<file path="src/sos_pkg.sv">
// constants and types for the spindle orientation sequencer
package sos_pkg;
   localparam logic [1:0] DIR_CURRENT = 2'h0;
   localparam logic [1:0] DIR_FWD = 2'h1;
   localparam logic [1:0] DIR_REV = 2'h2;
   localparam logic [7:0] DECEL_RATIO_RST = 8'h14;
   // speeds in 0.01 Hz units
   localparam logic [15:0] ORIENT_SPEED_RST = 16'h00c8;
   localparam logic [7:0] DISP_POS_PULSE = 8'h13;
   localparam int ENC_TIMEOUT_MS = 100;
   localparam int CLK_KHZ = 200000;
   localparam int ENC_TIMEOUT_CYC = ENC_TIMEOUT_MS * CLK_KHZ;
   localparam int SYNC_STAGES = 3;

   typedef enum logic [2:0] {
      ST_IDLE = 3'h0,
      ST_DECEL = 3'h1,
      ST_INDEX = 3'h3,
      ST_POSN = 3'h2,
      ST_HOLD = 3'h6,
      ST_REVERSE = 3'h7,
      ST_TRIP = 3'h5
   } sos_state_t;
endpackage

</file>
<file path="src/sos_sequencer.sv">
// spindle orientation sequencer: speed to position loop handover
`timescale 1ns/1ps
`default_nettype none
module sos_sequencer #(
   parameter int ENC_TIMEOUT = sos_pkg::ENC_TIMEOUT_CYC
) (
   input wire logic clock,
   input wire logic rst_n,
   // run and orientation pins, asynchronous to clock
   input wire logic orient_cmd,
   input wire logic fwd_run_input,
   input wire logic rev_run_input,
   // encoder and motor feedback, same clock
   input wire logic enc_pulse,
   input wire logic enc_index,
   // settings, held steady by the caller
   input wire logic [1:0] orient_direction_select,
   input wire logic [15:0] orient_switch_speed,
   input wire logic [7:0] orient_decel_ratio,
   input wire logic [7:0] lag_lead_comp_gain,
   input wire logic [7:0] main_display_select,
   input wire logic [15:0] motor_speed,
   input wire logic motor_reverse,
   input wire logic in_position,
   // outputs, all registered
   output logic [15:0] speed_target,
   output logic dir_reverse,
   output logic position_mode,
   output logic pi_comp_sel,
   output logic [7:0] decel_ratio_out,
   output logic pid_enable,
   output logic orient_done_out,
   output logic encoder_loss_fault,
   output logic show_position_pulse
);
   typedef struct packed {
      // one lane per pin: 0 orient, 1 forward, 2 reverse
      logic [2:0][sos_pkg::SYNC_STAGES-1:0] sync_s;
      logic [2:0] steady;
      sos_pkg::sos_state_t st;
      // cycles since the last encoder pulse
      logic [31:0] enc_cnt;
      logic [15:0] speed_target;
      logic dir_reverse;
      logic position_mode;
      logic pi_comp_sel;
      logic [7:0] decel_ratio;
      logic pid_enable;
      logic done;
      logic fault;
      logic show_pos;
   } sos_regs_t;

   // speed_target: ffff follows the run command, 0 stops, anything
   // else is the orientation speed in 0.01 Hz
   localparam int SYNC_LAST = sos_pkg::SYNC_STAGES - 1;
   localparam sos_regs_t REGS_RST = '{
      sync_s: '0,
      steady: 3'h0,
      st: sos_pkg::ST_IDLE,
      enc_cnt: 32'h0,
      speed_target: 16'h0,
      dir_reverse: 1'b0,
      position_mode: 1'b0,
      pi_comp_sel: 1'b0,
      decel_ratio: sos_pkg::DECEL_RATIO_RST,
      pid_enable: 1'b1,
      done: 1'b0,
      fault: 1'b0,
      show_pos: 1'b0
   };

   sos_regs_t q_r;
   sos_regs_t q_nxt;
   wire logic [2:0] pin_in;
   wire logic [2:0][sos_pkg::SYNC_STAGES-1:0] sync_nxt;
   wire logic [2:0] pin_v;
   logic orient_v;
   logic fwd_v;
   logic rev_v;
   logic want_rev;
   logic dir_ok;

   ////////////////////////////////////////////////////////////////
   // three stages per pin; a change counts when the last two agree,
   // so a one-cycle glitch never reaches the sequencer
   assign pin_in = {rev_run_input, fwd_run_input, orient_cmd};
   for (genvar g = 0; g < 3; g++) begin : g_sync
      assign sync_nxt[g] = {q_r.sync_s[g][SYNC_LAST-1:0], pin_in[g]};
      assign pin_v[g] = (q_r.sync_s[g][SYNC_LAST]
                         == q_r.sync_s[g][SYNC_LAST-1])
                        ? q_r.sync_s[g][SYNC_LAST] : q_r.steady[g];
   end

   ////////////////////////////////////////////////////////////////
   always_comb begin
      q_nxt = q_r;
      q_nxt.sync_s = sync_nxt;
      q_nxt.steady = pin_v;
      orient_v = pin_v[0];
      fwd_v = pin_v[1];
      rev_v = pin_v[2];
      // direction wanted at the final approach
      case (orient_direction_select)
         sos_pkg::DIR_CURRENT: want_rev = motor_reverse;
         sos_pkg::DIR_FWD: want_rev = 1'b0;
         sos_pkg::DIR_REV: want_rev = 1'b1;
         default: want_rev = motor_reverse;
      endcase
      // a wrong-way motor first runs through the reversal state
      dir_ok = (want_rev == motor_reverse);
      // the ratio is only shaping data; the loop itself lives outside
      q_nxt.decel_ratio = orient_decel_ratio;
      // zero gain drops the lead/lag filter: stiffer but may cycle
      q_nxt.pi_comp_sel = (lag_lead_comp_gain == 8'h00);
      q_nxt.show_pos = (main_display_select == sos_pkg::DISP_POS_PULSE);
      // encoder watchdog runs only while the command is held
      // saturates, so a long cable break cannot wrap back to zero
      if (!orient_v || enc_pulse) begin
         q_nxt.enc_cnt = 32'h0;
      end else if (q_r.enc_cnt != 32'(ENC_TIMEOUT)) begin
         q_nxt.enc_cnt = q_r.enc_cnt + 32'h1;
      end
      case (q_r.st)
         sos_pkg::ST_IDLE: begin
            // follow the run command and leave the process PID on
            q_nxt.position_mode = 1'b0;
            q_nxt.done = 1'b0;
            q_nxt.pid_enable = 1'b1;
            q_nxt.speed_target = 16'hffff;
            q_nxt.dir_reverse = rev_v && !fwd_v;
            if (orient_v) begin
               q_nxt.pid_enable = 1'b0;
               q_nxt.st = dir_ok ? sos_pkg::ST_DECEL : sos_pkg::ST_REVERSE;
            end
         end
         sos_pkg::ST_REVERSE: begin
            // slow to a stop, then turn round
            // flipping direction at speed would fight the drive
            q_nxt.speed_target = 16'h0;
            if (motor_speed == 16'h0) begin
               q_nxt.dir_reverse = want_rev;
               q_nxt.st = sos_pkg::ST_DECEL;
            end
         end
         sos_pkg::ST_DECEL: begin
            // slow to the switch speed in the wanted direction
            q_nxt.speed_target = orient_switch_speed;
            q_nxt.dir_reverse = want_rev;
            if (motor_speed <= orient_switch_speed) begin
               q_nxt.st = sos_pkg::ST_INDEX;
            end
         end
         sos_pkg::ST_INDEX: begin
            // hold the switch speed until the marker pulse passes
            if (enc_index) begin
               q_nxt.position_mode = 1'b1;
               q_nxt.st = sos_pkg::ST_POSN;
            end
         end
         sos_pkg::ST_POSN: begin
            // the position loop outside steers; here we only watch
            if (in_position) begin
               q_nxt.done = 1'b1;
               q_nxt.st = sos_pkg::ST_HOLD;
            end
         end
         sos_pkg::ST_HOLD: begin
            // done tracks the zone, so a knock out of it drops done
            q_nxt.done = in_position;
         end
         sos_pkg::ST_TRIP: begin
            q_nxt.speed_target = 16'h0;
            q_nxt.position_mode = 1'b0;
            q_nxt.done = 1'b0;
         end
         default: q_nxt.st = sos_pkg::ST_IDLE;
      endcase
      // dropping the command ends orientation four clock edges later, once the pin filter passes it
      // controller is expected to drop start first
      if (!orient_v && q_r.st != sos_pkg::ST_IDLE
          && q_r.st != sos_pkg::ST_TRIP) begin
         q_nxt.st = sos_pkg::ST_IDLE;
         q_nxt.position_mode = 1'b0;
         q_nxt.done = 1'b0;
         q_nxt.pid_enable = 1'b1;
         // start still on: run back up to the speed command
         q_nxt.speed_target = (fwd_v || rev_v) ? 16'hffff : 16'h0;
         q_nxt.dir_reverse = rev_v && !fwd_v;
      end
      if (q_r.enc_cnt == 32'(ENC_TIMEOUT) && q_r.st != sos_pkg::ST_TRIP) begin
         q_nxt.st = sos_pkg::ST_TRIP;
         q_nxt.fault = 1'b1;
         // drop the position loop at once; only reset clears the trip
         q_nxt.position_mode = 1'b0;
         q_nxt.done = 1'b0;
         q_nxt.speed_target = 16'h0;
      end
   end

   ////////////////////////////////////////////////////////////////
   always_ff @(posedge clock or negedge rst_n) begin
      if (!rst_n) begin
         q_r <= REGS_RST;
      end else begin
         q_r <= q_nxt;
      end
   end

   ////////////////////////////////////////////////////////////////
   // every output is a register field, no logic after the flop
   assign speed_target = q_r.speed_target;
   assign dir_reverse = q_r.dir_reverse;
   assign position_mode = q_r.position_mode;
   assign pi_comp_sel = q_r.pi_comp_sel;
   assign decel_ratio_out = q_r.decel_ratio;
   assign pid_enable = q_r.pid_enable;
   assign orient_done_out = q_r.done;
   assign encoder_loss_fault = q_r.fault;
   assign show_position_pulse = q_r.show_pos;
endmodule
`default_nettype wire
</file>
<file path="config.mk">
export PLATFORM = sky130hd
export DESIGN_NAME = sos_sequencer
export DESIGN_NICKNAME = d
export VERILOG_FILES = /design/src/sos_pkg.sv /design/src/sos_sequencer.sv
export SDC_FILE = /design/constraint.sdc
export NUM_CORES = 1
export LEC_CHECK = 0
export ABC_AREA = 1
export BUFFER_PORTS_ARGS = -buffer_cell sky130_fd_sc_hd__buf_2
export CORE_ASPECT_RATIO = 1.5
export CORE_MARGIN = 2
export CORE_UTILIZATION = 50
export DETAILED_ROUTE_END_ITERATION = 8
export PLACE_DENSITY = 0.77
export SETUP_SLACK_MARGIN = 0.5
export SYNTH_ARGS = -nofsm -noshare
export SYNTH_HDL_FRONTEND = slang
export SYNTH_SLANG_ARGS = --single-unit
</file>
<file path="constraint.sdc">
create_clock -name clock -period 1.6 [get_ports clock]
set_input_delay 0.16 -clock clock [delete_from_list [all_inputs] [get_ports clock]]
set_output_delay 0.16 -clock clock [all_outputs]
set_load 0.02 [all_outputs]
</file>
After elaboration in Yosys (flattened, before gate mapping)
Cells that the tools add are included.
- register bits: 78
- latch bits: 0
- RAM bits: 0
- ROM bits: 0
- word-level logic and storage cells: 95
- memories kept: 0
- add/sub/neg operators: 1
- $mul: 0
- div/mod/pow operators: 0
- magnitude comparators: 1
- eq/ne operators: 23
- shift operators: 0
- multiplexer cells: 30
- bitwise gates (word level): 0
- reduce and logical (&&, ||, !) cells: 25
- operators with widths (cell ; count):
    two-way mux 32 bit ; 2
    case mux 16 bit (3 select lines) ; 1
    adder 32 x 1 -> 32 bit, second input constant ; 1
    == test 32 x 25 -> 1 bit, second input constant ; 1
    two-way mux 16 bit ; 2
    != test 32 x 25 -> 1 bit, second input constant ; 1
    two-way mux 3 bit ; 8
    != test 4 bit, second input constant ; 5
    two-way mux 18 bit ; 1
    case mux 3 bit (6 select lines) ; 1
    less-or-equal comparator 16 bit ; 1
    zero test 16 bit ; 1
    nonzero test 5 bit ; 2
    == test 3 bit, second input constant ; 3
    two-way mux 1 bit ; 9
    == test 8 x 5 -> 1 bit, second input constant ; 1
    zero test 8 bit ; 1
    nonzero test 4 bit ; 2
    == test 3 x 2 -> 1 bit, second input constant ; 2
    != test 3 bit, second input constant ; 2
    case mux 1 bit (3 select lines) ; 2
    AND reduction 2 bit ; 3
    AND reduction 6 bit ; 1
    OR reduction 2 bit ; 3
    13 further kinds ; 24

Longest topological paths before layout
Gate-level depths: netlist of the first run.
- word-level depth: 8
- gate-level depth with buffers: 16
- depth with buffers taken out: 16

Worst setup path before layout of the first run
No wires, ideal clock.
- path type: register -> register
- from: reg q_r[31] (netlist bit)
- to: reg q_r (netlist bit speed_target[0])
- data arrival time: 1.480 ns
- data required time: 1.484 ns
- path slack: 0.004 ns
- stages on the path, launching flop included: 13
- path buffers: 1
- period minus slack after synthesis: 1.596 ns
- cell sequence: dfrtp_1 inv_1 ha_1 nand2_1 nor3_2 nand2_1 nor2_1 nand2_2 nand2_2 inv_2 buf_2 nand3_1 nand2_1
- word-level cells in the longest chain between the ends: 3
- elaborated cells between the ends (all ways): 4
- classes of those cells: eq/ne: 1; mux: 1; reduce/logical: 2
- ends and longest elaborated chain (what ; RTL line ; RTL):
    start, declared ; sos_sequencer.sv:73 ; sos_regs_t q_r;
    start signal, assigned ; sos_sequencer.sv:206 ; q_r <= q_nxt;
    == test 32 x 25 -> 1 bit * ; sos_sequencer.sv:191 ; if (q_r.enc_cnt == 32'(ENC_TIMEOUT) && q_r.st != sos_pkg::ST_TRIP) begin
    logical AND 1 bit * ; sos_sequencer.sv:191 ;
    nonzero test 5 bit (no source line) or two-way mux 16 bit (tied branches) ; n/a ;
Every way passes the cells marked *; elsewhere a longest branch is shown, timed or not.
A chain may end at the register's enable or synchronous reset.

Final worst setup path of the first run
- from: reg q_r[49] (netlist bit)
- to: reg q_r (netlist bit speed_target[10])
The elaborated chain is that of the path after synthesis.

==> results of run 1 <==
[stage by stage]
step                total power, mW  area, sq um  TNS (ps)
floorplan                      4.81         4910         0
global placement               5.36         5710      -205
detailed placement             5.43         5710     -1110
CTS                            7.96         6620      -366
global route                   8.82         7230     -8480
finish                         8.35         7230     -5860
[worst max-delay path, delay by kind of cell (launching register included)]
kind,cells,cell delay [ps]
buf+inv,2,190
flops,1,430
simple gates,9,1130
[kinds of logic (layout without fill, tap and decap cells)]
| group | count (synthesis) | count (layout) | synth area share [%] |
|---|---|---|---|
| compound gates | 76 | 76 | 8.63 |
| xor+xnor | 10 | 10 | 1.84 |
| fa+ha+maj | 20 | 20 | 5.19 |
| buf+inv | 116 | 313 | 12.0 |
| flops | 78 | 78 | 41.0 |
| simple gates | 337 | 337 | 31.3 |
[power groups by stage]
| stage | sequential, mW | clock (mW) | combinational, mW |
|---|---|---|---|
| after global placement | 2.56 | 0 | 2.80 |
| after detailed placement | 2.56 | 0 | 2.87 |
| after CTS | 2.55 | 2.13 | 3.28 |
| after global routing | 2.59 | 2.25 | 3.98 |
| final | 2.56 | 2.14 | 3.66 |
| after floorplan | 2.53 | 0 | 2.28 |
[final timing paths]
kind | start | to | slack (ps) | cells after the start
worst max register to register | q_r[49] | speed_target[10] | -270 | 11
min in group asynchronous | rst_n | q_r[32] | 290 | 2
max in group asynchronous | rst_n | speed_target[12] | 740 | 3
worst min-delay path | main_display_select[0] | show_position_pulse | 30 | 3
worst min register to register | q_nxt[73] | q_nxt[74] | 360 | 0
worst max-delay path | q_r[49] | speed_target[10] | -270 | 11
[Yosys cell counts, types with 9 or more instances]
cell	n
ha_1	19
nand3_1	42
a21oi_1	39
dfrtp_1	75
buf_4	25
xor2_1	9
nor3_1	12
inv_1	74
o21ai_0	25
nand2_1	143
nor2_1	93
nand4_1	19
[timing repair]
| action | CTS | global route |
|---|---|---|
| endpoints found under the hold margin | 40 | 0 |
| cloned | 3 | 2 |
| buffers inserted | 20 | 22 |
| resized for setup | 86 | 117 |
| setup endpoints to repair | 59 | 60 |
| hold buffers | 14 | 0 |
| pin swaps | 30 | 39 |
[registers in the layout (all words and copies together), names as in the netlist]
name,flops
q_r,41
speed_target,16
decel_ratio_out,8
q_nxt,6
dir_reverse,1
encoder_loss_fault,1
orient_done_out,1
pi_comp_sel,1
pid_enable,1
position_mode,1
show_position_pulse,1
[final cells by class]
cell class	instances	area, sq um	area share (%)
repair buffers	215	1590	22.0
inverters	80	335	4.64
clock buffers	9	225	3.12
well taps	112	140	1.94
flip-flops and latches	78	1960	27.2
repair inverters	2	11.3	0.156
multi-input cells	443	2880	39.8
clock inverters	7	77.6	1.07
[per-layer routing]
layer  vias to the layer above  part of all wire [%]
met1                      2520                    33
met2                       294                    54
met5                         -                     0
met4                         0                   6.9
met3                        98                   6.1
li1                       2434                     -
==> results.toml, run 1 <==
[run_status]
status = "complete, but fails checks"
violations = "negative setup slack"

[logic_synthesis]
synth_enable_flop_cells = 0
synth_top_cell_by_area = "dfrtp_1"
syn_inst = 637
ys_warn_count = 0
postSynthAreaPerCell_sq_um = 7.49
syn_area_sq_um = 4770
ys_seq_area_share_pct = 41.0
synth_nets = 723
async_reset_ff_share_pct = 100
synth.distinct_cells = 39
synthTopCellsByArea = "dfrtp_1 (39%), nand2_1 (11%), nor2_1 (7.3%)"
synth_top_area_share_pct = 39.3
synth-seq-cells = 78
synthFlopType = "dfrtp_1"

[floorplan]
ios = 98
rows = 43
die_area_sq_um = 10400
initial_core_util_pct = 51.5
die_y_um = 124
die_x_um = 83.7
core_sq_um = 9250

[routing]
first_iter_violations = 367
avgViaCountPerCell = 5.65
firstDrtPassIters = 7
via_count = 5346
wl_per_cell_um = 17.8
postRouteAntennaNets = 0
route.detailed.drc = 0
wl_um = 16900

[clock_tree]
cts_tree = "yes"
htreeDepth = 3
cts_root_buffer = "clkbuf_16"
clock-sinks = 78
cts_buffers = 9
clkLatencyLatePin_ps = 350
clk_path_buf_depth = 2
path_clk_slew_ps = 70

[run]
drv_cap = 0

[global_route]
met2_usage_pct = 53.7
grt_pass1_vias = 5080
grt_use_met1_pct = 28.0
grt_pass1_wl_um = 22900
grt_max_degree = 36
grt_usage_pct = 28.2
antenna_found_initial = 0
grt.overflow.total = 0
use_met3_pct = 4.71
top_usage_layer = "met2"

[critical_path]
setup.worst_path.start_class = "flop"
cp-end-kind = "flop"
crit_chain = "nor2_1 -> nand3_1 -> nor2_1 -> nand2_1 -> nor2_2 -> nand2_2 -> nand2_4 -> inv_8 -> buf_6 -> nand3_1 -> nand2_1"
setup.worst_path.class = "flop to flop"
required_ps = 1830
cp_max_fo = 5
max_stage_delay_ps = 430
arrival_ps = 2100
slowest_stage = "dfrtp_1"

[layout]
layout.nets = 915
instances_no_fill = 946
final_core_util_pct = 78.1
final_common_cell = "nand2_1"
syn_to_final_growth_pct = 51.5
fillCellCount = 592
layout-drive-gt1-share_pct = 44.6
layout_common_cells = "nand2_1 (122), buf_2 (93), buf_4 (75), dfrtp_1 (68), nor2_1 (67)"
antennaDiodeCount = 0

[placement]
dp_slack_ps = -96.6
dp_hpwl_um = 9930
io_buffers = 97
dp_cells = 869
place_congestion = 0.946

[timing]
hold_violations = 0
period_minus_slack_ps = 1870
rsz0062_at_grt = "yes"
worst_slack_ps = -266
finalCritPeriodShare_pct = 117
slew_violations = 0
fmax_ghz = 0.536
tightest_slew_ps = 454
max_slew_margin_pct = 69.4
skew_ps = 16.3
final-setup-viol-count = 34
whs_ps = 27.9

[pwr]
leakage_nw = 3.54
vdd.ir_drop.worst_mv = 0.825
clockPowerShare_pct = 25.7
powerDensity_nw_per_um2 = 1160
p_int_mw = 4.99
p_sw_share_pct = 40.3
switchingPower_mw = 3.37
p_comb_share_pct = 43.8
seqPwrFrac_pct = 30.6

[worst_hold_path]
hold_class = "input port to flop"
Note: power is estimated with default switching activity, not from simulation.
==> run 2: changes to the inputs <==
--- a/config.mk
+++ b/config.mk
@@ -7,7 +7,6 @@
 export LEC_CHECK = 0
 export ABC_AREA = 1
 export BUFFER_PORTS_ARGS = -buffer_cell sky130_fd_sc_hd__buf_2
-export CORE_ASPECT_RATIO = 1.5
 export CORE_MARGIN = 2
 export CORE_UTILIZATION = 50
 export DETAILED_ROUTE_END_ITERATION = 8
==> constraint.sdc (replaced) <==
create_clock -name clock -period 1.6 [get_ports clock]
set_input_delay 0.08 -clock clock [delete_from_list [all_inputs] [get_ports clock]]
set_output_delay 0.08 -clock clock [all_outputs]
set_load 0.02 [all_outputs]
==> results.toml, run 2 (synthesis gave the netlist of run 1 again) <==
[critical_path]
required_ps = 1890
arrival_ps = 2200
setup.worst_path.start_class = "flop"
crit_buf_inv = 3
cpLargestDelayFamily = "simple AND/OR/NAND/NOR gates"
crit_cells = 12
crit_chain = "inv_1 -> nand4_1 -> nor2_1 -> nand2_1 -> nor2_1 -> nand2_2 -> nand2_4 -> inv_8 -> buf_8 -> nand2_8 -> nand2_2 -> nand2_2"
cp-end-kind = "flop"
cpMostUsedCell = "nand2_2"
setup.worst_path.class = "flop to flop"
slowest_stage = "dfrtp_1"
cp_max_fo = 8
reg2regPathDepth = 12
max_stage_delay_ps = 440

[pwr]
powerDensity_nw_per_um2 = 1100
leakage_nw = 3.65
p_total_mw = 8.14
vdd.ir_drop.worst_mv = 0.763

[global_route]
top_usage_layer = "met2"
grt_usage_pct = 29.0
antenna_found_initial = 0
grt.overflow.total = 0
met2_usage_pct = 49.9
grt_pass1_wl_um = 23300
grt_use_met1_pct = 36.4
use_met3_pct = 5.24
grt_max_degree = 53
grt_pass1_vias = 5013

[clock_tree]
clkLatencyLatePin_ps = 360
clock-sinks = 78
path_clk_slew_ps = 90
cts_tree = "yes"
cts_root_buffer = "clkbuf_8"
cts_buffers = 9
clk_path_buf_depth = 2
htreeDepth = 3

[layout]
layout_common_cells = "nand2_1 (105), buf_2 (93), buf_4 (80), nor2_1 (69), dfrtp_1 (69)"
layout-drive-gt1-share_pct = 44.5
final_area_sq_um = 7370
layout.nets = 934
regMostFlops = "q_r"
fillCellCount = 556
instances_no_fill = 982
final_common_cell = "nand2_1"
largest_reg_flops = 41
final_core_util_pct = 79.8
antennaDiodeCount = 0
syn_to_final_growth_pct = 54.5

[floorplan]
rows = 35
ios = 98
die_y_um = 102
core_sq_um = 9240
die_area_sq_um = 10300
initial_core_util_pct = 51.6
die_x_um = 102

[routing]
route.detailed.drc = 0
wl_per_cell_um = 16.7
firstDrtPassIters = 5
wl_um = 16400
first_iter_violations = 387
avgViaCountPerCell = 5.43
postRouteAntennaNets = 0
via_count = 5334

[timing]
finalCritPeriodShare_pct = 119
fmax_ghz = 0.524
skew_ps = 16.0
worst_slack_ps = -307
rsz0062_at_grt = "yes"
final-setup-viol-count = 43
max_slew_margin_pct = 64.4
slew_violations = 0
hold_violations = 0
period_minus_slack_ps = 1910
fin_setup_tns_ps = -6450
tightest_slew_ps = 528

[worst_hold_path]
hold-path-cell-count = 3
hold_class = "input port to flop"

[placement]
io_buffers = 97
dp_hpwl_um = 9670
post_dp_cell_area_sq_um = 5800
place_congestion = 0.960
dp_cells = 892

[run_status]
status = "complete, but fails checks"
violations = "negative setup slack"

[run]
drv_cap = 0
run 2: report_power, final:
group | internal, mW | leakage (nW) | total (mW) | switching, mW
clock network | 0.719 | 0.0964 | 1.49 | 0.770
registers | 2.30 | 0.972 | 2.59 | 0.286
logic | 1.65 | 2.59 | 4.06 | 2.40
total | 4.67 | 3.65 | 8.14 | 3.46
run 2: stage by stage:
stage / hold WS (ps) / setup slack, ps
2_1_floorplan: -216 / 87.6
3_3_place_gp: 19.4 / -77.7
3_5_place_dp: 21.5 / -59.9
4_1_cts: 1.17 / -74.7
5_1_grt: 5.76 / -390
6_report: 19.9 / -307
run 2: what timing repair did:
item,4_1_cts,5_1_grt
hold buffers,24,0
endpoints found under the hold margin,39,0
gates cloned,3,0
buffers inserted,28,19
resized for setup,142,67
endpoints found under the setup margin,59,59
pin swaps,62,32
run 2: worst register-to-register path, delay by kind of cell, from the launching register on:
kind	cells	cell delay [ps]
flops	1	440
buf+inv	3	410
simple gates	9	990
run 2: per-layer routing:
| layer | vias to the layer above | wire length, um |
|---|---|---|
| li1 | 2470 | - |
| met1 | 2496 | 6400 |
| met2 | 297 | 8310 |
| met3 | 71 | 1140 |
| met4 | 0 | 583 |
| met5 | - | 0 |
run 2: cell type report:
cell class | instances | area, sq um | area share [%]
clock buffer | 10 | 128 | 1.73
clock inverter | 6 | 61.3 | 0.832
inverter | 80 | 343 | 4.65
multi-input combinational | 445 | 2920 | 39.7
sequential | 78 | 1960 | 26.6
tap | 129 | 161 | 2.19
timing repair buffer | 234 | 1790 | 24.3
run 2: final timing paths:
kind | start | to | slack, ps
worst max-delay path | q_r[34] | speed_target[0] | -310
worst max register to register | q_r[34] | speed_target[0] | -310
worst min-delay path | enc_index | position_mode | 20
min in group asynchronous | rst_n | q_r[45] | 180
max in group asynchronous | rst_n | decel_ratio_out[2] | 770
worst min register to register | q_nxt[73] | q_nxt[74] | 350
